$ cat config.mk
export PLATFORM = sky130hd
export DESIGN_NAME = motor_autotune_sequencer
export DESIGN_NICKNAME = d
export VERILOG_FILES = /design/src/motor_autotune_sequencer.v
export VERILOG_INCLUDE_DIRS = /design/src /design/src/src
export SDC_FILE = /design/constraint.sdc
export NUM_CORES = 1
export LEC_CHECK = 0
export ABC_AREA = 0
export BUFFER_PORTS_ARGS = -buffer_cell sky130_fd_sc_hd__buf_4
export CAP_MARGIN = 20
export CORE_MARGIN = 2
export CORE_UTILIZATION = 35
export DETAILED_ROUTE_END_ITERATION = 10
export MAX_ROUTING_LAYER = met4
export PLACE_DENSITY_LB_ADDON = 0.25
export SLEW_MARGIN = 30
export SYNTH_ARGS = -nofsm -noshare
export SYNTH_HDL_FRONTEND = slang
export SYNTH_SLANG_ARGS = --single-unit
$ cat constraint.sdc
create_clock -name hclk -period 5.4 [get_ports hclk]
set_input_delay 0.81 -clock hclk [delete_from_list [all_inputs] [get_ports hclk]]
set_output_delay 0.81 -clock hclk [all_outputs]
set_load 0.005 [all_outputs]
$ cat src/autotune_consts.vh
// constants for the auto-tuning sequencer
`ifndef AUTOTUNE_CONSTS_VH
`define AUTOTUNE_CONSTS_VH

// ****************************************************************
// bus register map (byte addresses)
// ****************************************************************
`define OFS_TUNING_REQUEST 8'h00
`define OFS_COLD_RES 8'h04
`define OFS_FAULT_HANDLING 8'h08
`define OFS_TUNING_STATE 8'h0C
`define OFS_RATED 8'h10
`define OFS_STATUS 8'h14

// ****************************************************************
// tuning_request encodings
// ****************************************************************
`define TREQ_OFF 3'h0
`define TREQ_IMMEDIATE 3'h1
`define TREQ_DONE 3'h2
`define TREQ_EACH_START 3'h3
`define TREQ_POWER_UP 3'h4
`define TREQ_LOGIC_INPUT 3'h5

// ****************************************************************
// tuning_state encodings
// ****************************************************************
`define TST_NOT_TUNED 3'h0
`define TST_AWAITING 3'h1
`define TST_MEASURING 3'h2
`define TST_FAILED 3'h3
`define TST_DONE 3'h4
`define TST_ENTERED 3'h5

// ****************************************************************
// cold_winding_resistance special values, 16-bit milliohms
// ****************************************************************
`define COLD_OFF 16'h0000
`define COLD_ARM 16'hFFFF

// ****************************************************************
// widths, bit positions, timing
// ****************************************************************
`define LI_SEL_W 4
`define LI_SEL_LSB 1
`define LI_SEL_MSB 4
`define LI_COUNT 16
`define HANDLING_BIT 0
`define ADDR_W 8
`define REQ_W 3
`define RES_W 16
`define TIMER_STEP 32'h1
`define RATED_W 32
`define TUNE_MAX_MS 2000
`define CLK_KHZ 20000
`define OKAY 1'b0
`define HTRANS_NONSEQ_BIT 1

`endif

$ cat src/motor_autotune_sequencer.v
// stator-resistance auto-tuning sequencer with AHB-Lite register slave
// Contract
// - cold setting off means no cold measurement
// - cold armed forces request to power-up
// - armed cold measures on next start
// - completed cold measurement stores milliohm value
// - request off means no tuning
// - immediate tunes soon, then done or off
// - fault indication only when handling is yes
// - done keeps last results, no retune
// - each-start mode tunes on every start
// - power-up mode tunes after every power-up
// - logic-input mode tunes on rising edge
// - rated setting change after a successful tuning returns request off
// - tuning starts only with no command active
// - tuning lasts at most two seconds
// - read-only state, resets to not-tuned
// - state awaiting while requested, not started
// - state measuring during whole tuning
// - state failed after unsuccessful tuning
// - state done when measured value used
// - state entered when cold value used
`include "autotune_consts.vh"

module motor_autotune_sequencer (
  input wire hclk,
  input wire hresetn,
  input wire hsel,
  input wire [31:0] haddr,
  input wire [1:0] htrans,
  input wire hwrite,
  input wire [2:0] hsize,
  input wire [31:0] hwdata,
  input wire hready,
  output wire [31:0] hrdata,
  output wire hreadyout,
  output wire hresp,
  input wire start_command,
  input wire other_command,
  input wire [15:0] logic_input_n,
  input wire stop_inputs_ok,
  input wire measure_done,
  input wire measure_ok,
  input wire [15:0] measured_res,
  output reg measure_start,
  output reg measure_busy,
  output reg tuning_fault_indication,
  output reg [15:0] resistance_in_use,
  output reg [2:0] tuning_state
);

  parameter [31:0] TUNE_TIMEOUT = (`TUNE_MAX_MS * `CLK_KHZ);

  // ****************************************************************
  // registers
  // ****************************************************************
  reg [2:0] tuning_request_r;
  reg [15:0] cold_winding_resistance_r;
  reg tuning_fault_handling_r;
  reg [`LI_SEL_W-1:0] li_sel_r;
  reg [`RATED_W-1:0] rated_r;
  reg pending_r;
  reg power_up_r;
  reg cold_run_r;
  reg busy_r;
  reg [31:0] timer_r;
  reg start_prev_r;
  reg tuned_ok_r;
  reg wr_awaiting_measurement_r;
  reg [`ADDR_W-1:0] addr_r;
  reg [31:0] rdata_r;
  reg [31:0] read_word;
  reg trigger_hit;
  reg trigger_keep;

  wire [`LI_COUNT-1:0] li_rise_vec;
  wire li_rise = li_rise_vec[li_sel_r];
  wire start_rise = start_command & ~start_prev_r;
  wire cold_armed = (cold_winding_resistance_r == `COLD_ARM);
  wire cold_entered = (cold_winding_resistance_r != `COLD_OFF) & ~cold_armed;
  wire idle_cmd = ~start_command & ~other_command & stop_inputs_ok;
  wire timeout = (timer_r >= TUNE_TIMEOUT - `TIMER_STEP);
  wire finish = busy_r & (measure_done | timeout);
  wire ok = measure_done & measure_ok;
  wire launch = pending_r & ~busy_r & idle_cmd;
  wire addr_ok = hsel & hready & htrans[`HTRANS_NONSEQ_BIT];
  wire wr_req = wr_awaiting_measurement_r;
  wire wr_request = wr_req & (addr_r == `OFS_TUNING_REQUEST);
  wire wr_cold = wr_req & (addr_r == `OFS_COLD_RES);
  wire wr_config = wr_req & (addr_r == `OFS_FAULT_HANDLING);
  wire wr_rated = wr_req & (addr_r == `OFS_RATED);

  // ****************************************************************
  // logic input edges
  // ****************************************************************
  // each input keeps its own history, so a new selection cannot fake an edge
  genvar gi;
  generate
    for (gi = 0; gi < `LI_COUNT; gi = gi + 1) begin : g_li_edge
      reg prev_r;
      always @(posedge hclk or negedge hresetn) begin
        if (!hresetn) begin
          prev_r <= 1'b0;
        end else begin
          prev_r <= logic_input_n[gi];
        end
      end
      assign li_rise_vec[gi] = logic_input_n[gi] & ~prev_r;
    end
  endgenerate

  // ****************************************************************
  // bus: zero-wait slave, unmapped reads zero, writes ignored
  // ****************************************************************
  assign hreadyout = 1'b1;
  assign hresp = `OKAY;
  assign hrdata = rdata_r;

  always @* begin
    read_word = 32'h00000000;
    case (haddr[`ADDR_W-1:0])
      `OFS_TUNING_REQUEST: read_word = {29'h0, tuning_request_r};
      `OFS_COLD_RES: read_word = {16'h0, cold_winding_resistance_r};
      `OFS_FAULT_HANDLING: read_word = {27'h0, li_sel_r, tuning_fault_handling_r};
      `OFS_TUNING_STATE: read_word = {29'h0, tuning_state};
      `OFS_RATED: read_word = rated_r;
      `OFS_STATUS: read_word = {29'h0, tuning_fault_indication, busy_r, pending_r};
      default: read_word = 32'h00000000;
    endcase
  end

  // read data stands for the data phase only and is zero elsewhere
  always @(posedge hclk or negedge hresetn) begin
    if (!hresetn) begin
      wr_awaiting_measurement_r <= 1'b0;
      addr_r <= 8'h00;
      rdata_r <= 32'h00000000;
    end else begin
      wr_awaiting_measurement_r <= addr_ok & hwrite;
      addr_r <= haddr[`ADDR_W-1:0];
      if (addr_ok & ~hwrite) begin
        rdata_r <= read_word;
      end else begin
        rdata_r <= 32'h00000000;
      end
    end
  end

  // ****************************************************************
  // configuration written only by software
  // ****************************************************************
  always @(posedge hclk or negedge hresetn) begin
    if (!hresetn) begin
      tuning_fault_handling_r <= 1'b0;
      li_sel_r <= {`LI_SEL_W{1'b0}};
      rated_r <= {`RATED_W{1'b0}};
    end else if (wr_config) begin
      tuning_fault_handling_r <= hwdata[`HANDLING_BIT];
      li_sel_r <= hwdata[`LI_SEL_MSB:`LI_SEL_LSB];
    end else if (wr_rated) begin
      rated_r <= hwdata;
    end
  end

  // ****************************************************************
  // tuning timer
  // ****************************************************************
  // a stalled measurement must not hold the drive, so the timer ends it as a failure
  always @(posedge hclk or negedge hresetn) begin
    if (!hresetn) begin
      timer_r <= 32'h00000000;
    end else if (launch) begin
      timer_r <= 32'h00000000;
    end else if (busy_r) begin
      timer_r <= timer_r + `TIMER_STEP;
    end
  end

  // ****************************************************************
  // command edge and start pulse
  // ****************************************************************
  always @(posedge hclk or negedge hresetn) begin
    if (!hresetn) begin
      start_prev_r <= 1'b0;
      measure_start <= 1'b0;
    end else begin
      start_prev_r <= start_command;
      measure_start <= launch;
    end
  end

  // ****************************************************************
  // power-up and cold run latches
  // ****************************************************************
  // a power-up request survives until the first tuning really launches
  always @(posedge hclk or negedge hresetn) begin
    if (!hresetn) begin
      power_up_r <= 1'b1;
      cold_run_r <= 1'b0;
    end else if (launch) begin
      power_up_r <= 1'b0;
      cold_run_r <= cold_armed;
    end
  end

  // ****************************************************************
  // busy
  // ****************************************************************
  always @(posedge hclk or negedge hresetn) begin
    if (!hresetn) begin
      busy_r <= 1'b0;
      measure_busy <= 1'b0;
    end else if (launch) begin
      busy_r <= 1'b1;
      measure_busy <= 1'b1;
    end else if (finish) begin
      busy_r <= 1'b0;
      measure_busy <= 1'b0;
    end
  end

  // ****************************************************************
  // fault indication
  // ****************************************************************
  // a failure in the cycle of a request write wins, so no fault is lost
  always @(posedge hclk or negedge hresetn) begin
    if (!hresetn) begin
      tuning_fault_indication <= 1'b0;
    end else if (finish & ~ok & tuning_fault_handling_r) begin
      tuning_fault_indication <= 1'b1;
    end else if (wr_request) begin
      tuning_fault_indication <= 1'b0;
    end
  end

  // ****************************************************************
  // trigger decode
  // ****************************************************************
  // off and done drop any waiting request; the other modes only add to it
  always @* begin
    trigger_hit = 1'b0;
    trigger_keep = 1'b1;
    case (tuning_request_r)
      `TREQ_IMMEDIATE: begin
        trigger_hit = 1'b1;
      end
      `TREQ_EACH_START: begin
        trigger_hit = start_rise;
      end
      `TREQ_POWER_UP: begin
        trigger_hit = power_up_r | (cold_armed & start_rise);
      end
      `TREQ_LOGIC_INPUT: begin
        trigger_hit = li_rise;
      end
      default: begin
        trigger_keep = 1'b0;
      end
    endcase
  end

  // ****************************************************************
  // pending request
  // ****************************************************************
  // triggers during a run are ignored rather than queued behind it
  always @(posedge hclk or negedge hresetn) begin
    if (!hresetn) begin
      pending_r <= 1'b0;
    end else if (launch) begin
      pending_r <= 1'b0;
    end else if (!busy_r) begin
      pending_r <= trigger_hit | (pending_r & trigger_keep);
    end
  end

  // ****************************************************************
  // sequencer
  // ****************************************************************
  always @(posedge hclk or negedge hresetn) begin
    if (!hresetn) begin
      tuning_request_r <= `TREQ_OFF;
      cold_winding_resistance_r <= `COLD_OFF;
      tuned_ok_r <= 1'b0;
      resistance_in_use <= 16'h0000;
      tuning_state <= `TST_NOT_TUNED;
    end else begin
      // software writes
      if (wr_request) begin
        tuning_request_r <= hwdata[`REQ_W-1:0];
      end
      if (wr_cold) begin
        cold_winding_resistance_r <= hwdata[`RES_W-1:0];
      end
      if (wr_rated && hwdata != rated_r && tuned_ok_r) begin
        tuning_request_r <= `TREQ_OFF;
        tuned_ok_r <= 1'b0;
      end

      // an armed cold setting overrides whatever software wrote
      if (cold_armed) begin
        tuning_request_r <= `TREQ_POWER_UP;
      end

      if (!busy_r && pending_r) begin
        tuning_state <= `TST_AWAITING;
      end
      if (launch) begin
        tuning_state <= `TST_MEASURING;
      end

      if (finish) begin
        if (ok) begin
          tuned_ok_r <= 1'b1;
          resistance_in_use <= measured_res;
          if (cold_run_r) begin
            cold_winding_resistance_r <= measured_res;
            tuning_state <= `TST_ENTERED;
          end else begin
            tuning_state <= `TST_DONE;
          end
          if (tuning_request_r == `TREQ_IMMEDIATE) begin
            tuning_request_r <= `TREQ_DONE;
          end
        end else begin
          tuning_state <= `TST_FAILED;
          if (tuning_request_r == `TREQ_IMMEDIATE) begin
            tuning_request_r <= `TREQ_OFF;
          end
        end
      end else if (!busy_r && !pending_r && cold_entered
                   && (tuning_state != `TST_ENTERED
                       || resistance_in_use != cold_winding_resistance_r)) begin
        // an entered cold value overrides the measured one, also when re-entered
        resistance_in_use <= cold_winding_resistance_r;
        tuning_state <= `TST_ENTERED;
      end
    end
  end

endmodule // motor_autotune_sequencer

==> impl_metrics.yaml <==
job:
  maxCapViolCount: 0
clocking:
  cts.clk_slew.worst_paths_ns: 0.06
  cts-resized-gates: 0
  cts_buffers: 17
  cts_sinks: 172
  clock_latency_ns: 0.43
  cts_root_buf: "clkbuf_16"
  clockBufferDepth: 2
  htree_levels: 4
  postCtsHoldBufs: 0
  tritoncts: "done"
  cts_setup_buffers: 0
critical_path:
  setup.worst_path.start_class: "register"
  cp-startpoint: "cold_winding_resistance_r[7]"
  slowest_delay_ns: 0.70
  crit_path_end_kind: "register"
  critical-path-slowest-cell: "or4_1"
  crit_type: "reg -> reg"
  worstPathRequired_ns: 5.67
  path_cells: "nand4_1, or4_1, nand2_1, a21o_1, a311oi_1"
  cp_max_fo: 18
  timing.rr.start: "cold_winding_resistance_r[7]"
  arrival_ns: 3.06
route:
  ant_nets: 0
  vias_per_cell: 5.19
  routed_wl_um: 20600
  post_drt_wl_per_cell_um: 17.8
  drc_errors: 0
  drt_iter0_markers: 378
  vias: 6009
  firstDrtPassIters: 5
place:
  io_buffers: 136
  dp_cells: 1126
  hpwl_um: 14700
  place_congestion: 0.783
synth:
  ys_ff_latch: 172
  yosysSeqAreaShare_pct: 53.9
  synth_area_per_cell_um2: 11.0
  synth_edf_count: 0
  synth_top_cell_by_area: "dfrtp_1"
  syn_inst: 728
  netlist_area_um2: 7990
  ys.flop_type: "dfrtp_1"
  synth_top_area_share_pct: 53.6
  syn_nets: 840
  synth_area_leaders: "dfrtp_1, mux2_2, xnor2_1, mux2i_1, nor2_1"
  yosysUniqueCellTypes: 64
  async_reset_ff_share_pct: 100
  yosysWarnings: 0
floorplanning:
  placementRows: 55
  die_w_um: 155
  core_um2: 22500
  start_util_pct: 35.5
  die_h_um: 155
  die-area_um2: 24000
  io_pins: 167
sta:
  skew_ns: 0.0115
  drv_slew: 0
  fmax_ghz: 0.359
  finalSetupViolCount: 0
  setup_tns_ns: 0
  tightest_slew_ns: 0.865
  post-route-period-util_pct: 51.6
  relSlewSlack_pct: 42.3
  rsz0062_at_grt: "no"
  hold_viol_final: 0
  fin_crit_ns: 2.79
final_layout:
  nets: 972
  seq_area_um2: 4310
  drive_gt1_share_pct: 26.0
  instances_no_fill: 1157
  n_antenna_cell: 0
  final_util_pct: 43.7
  final.fill_count: 2201
  area_growth_pct: 23.2
  multi_input_area_um2: 3410
pwr:
  power_density_nw_per_um2: 314
  leakagePower_nw: 4.29
  power_frac_seq_pct: 48.0
  p_comb_share_pct: 14.5
  p_switching_mw: 0.835
  internal-power_mw: 2.26
  clock_power_share_pct: 37.5
  vdd_ir_drop_max_mv: 0.153
  p_sw_share_pct: 27.0
grt:
  gr-total-overflow: 0
  grt_antenna_before_repair: 0
  track_usage_pct: 18.1
  grt_max_degree: 100
  grt_pass1_vias: 6002
  grt_pass1_wl_um: 32900
run_status:
  status: "finished clean"
worst_hold_path:
  hold_class: "in -> async"
-- per-layer routing --
layer / global-route usage, % / vias to the layer above / share of wire, %
met3: 4.96 / 22 / 5.7
met5: - / - / 0
li1: - / 2918 / -
met2: 26.5 / 145 / 44
met4: 4.94 / 0 / 1.3
met1: 24.9 / 2924 / 49
-- worst max-delay path, delay by kind of cell (launching register included) --
kind               cells  cell delay, ns
DFF                    1            0.51
AOI/OAI and AO/OA      2            0.78
and+or+nand+nor        3            1.34
-- kinds of logic after synthesis --
| kind of cell | Yosys count | synth area share [%] |
|---|---|---|
| AOI/OAI and AO/OA | 147 | 13.1 |
| xor gates and xnor gates | 49 | 5.37 |
| adders and majority gates | 1 | 0.157 |
| buffers and inverters | 66 | 3.54 |
| DFF | 172 | 53.9 |
| muxes | 67 | 8.98 |
| other | 2 | 0.0940 |
| and+or+nand+nor | 224 | 14.9 |
-- area by class of cell --
| type | instances | area share, % |
|---|---|---|
| tap | 285 | 3.62 |
| clock inverter | 13 | 1.20 |
| clock buffer | 18 | 4.36 |
| sequential | 172 | 43.7 |
| multi-input combinational | 490 | 34.6 |
| timing repair buffer | 146 | 11.2 |
| inverter | 33 | 1.26 |
-- synthesized netlist by cell type (3+ instances only) --
cell type and number:
xnor2_1 47, nor2_1 59, mux2i_1 30, o31ai_1 12, a22oi_1 14, nand2b_1 6
o21ai_0 22, dfrtp_1 171, nand3_1 26, nor2b_1 3, a211oi_1 22, or2_2 4
buf_2 3, and2_1 17, and3_1 6, a311oi_1 17, o22a_1 3, o211ai_1 11
nand2_1 37, nor4_1 12, mux2_2 37, nor3_1 8, nand4_1 23, a221oi_1 3
nor3b_1 5, a21oi_1 24, clkbuf_1 26, inv_1 32
-- per-stage QoR --
| step | power, mW | setup WS [ns] | hold WS, ns | cell area [µm²] |
|---|---|---|---|---|
| 6_report | 3.09 | 2.61 | 0.437 | 9840 |
| 5_1_grt | 3.25 | 2.38 | 0.475 | 9840 |
| 4_1_cts | 3.14 | 2.63 | 0.476 | 9840 |
| 3_5_place_dp | 1.97 | 2.53 | 0.466 | 9290 |
| 3_3_place_gp | 1.96 | 2.59 | 0.456 | 9290 |
| 2_1_floorplan | 1.71 | 3.00 | 0.441 | 7990 |
-- flip-flops by register name, summed over array words and instances, names as in the netlist --
| signal | flops |
|---|---|
| rated_r | 32 |
| li_sel_r | 4 |
| wr_awaiting_measurement_r | 1 |
| tuning_fault_handling_r | 1 |
| tuning_request_r | 3 |
| tuning_fault_indication | 1 |
| tuned_ok_r | 1 |
| timer_r | 32 |
| hrdata | 32 |
| measure_start | 1 |
| g_li_edge.prev_r | 16 |
| resistance_in_use | 16 |
| cold_run_r | 1 |
| start_prev_r | 1 |
| cold_winding_resistance_r | 16 |
| addr_r | 8 |
| busy_r | 1 |
| tuning_state | 3 |
| power_up_r | 1 |
| pending_r | 1 |
-- power by group through the flow --
stage | Clock, mW | Sequential (mW) | Combinational, mW
2_1_floorplan | 0 | 1.49 | 0.217
3_3_place_gp | 0 | 1.51 | 0.454
3_5_place_dp | 0 | 1.51 | 0.460
4_1_cts | 1.19 | 1.49 | 0.461
5_1_grt | 1.24 | 1.50 | 0.505
6_report | 1.16 | 1.49 | 0.449
-- cell usage in the layout (no fill, tap or decap), drive strengths merged, types with 22 or more instances in the layout --
master / n
inv: 35
a211oi: 22
mux2i: 30
buf: 145
nor2: 59
nand4: 23
dfrtp: 171
mux2: 37
nand3: 26
nand2: 37
o21ai: 22
a21oi: 24
xnor2: 47
-- path summary, 6_finish.rpt --
kind / slack (ns) / to / depth (start not counted)
max reg2reg: 2.61 / resistance_in_use[13] / 5
max in group asynchronous: 3.75 / pending_r / 2
min: 0.44 / g_li_edge[2].prev_r / 1
min reg2reg: 0.47 / timer_r[31] / 1
max: 2.61 / resistance_in_use[13] / 5
min in group hclk: 0.47 / timer_r[31] / 1
Note: power is estimated with default switching activity, not from simulation.
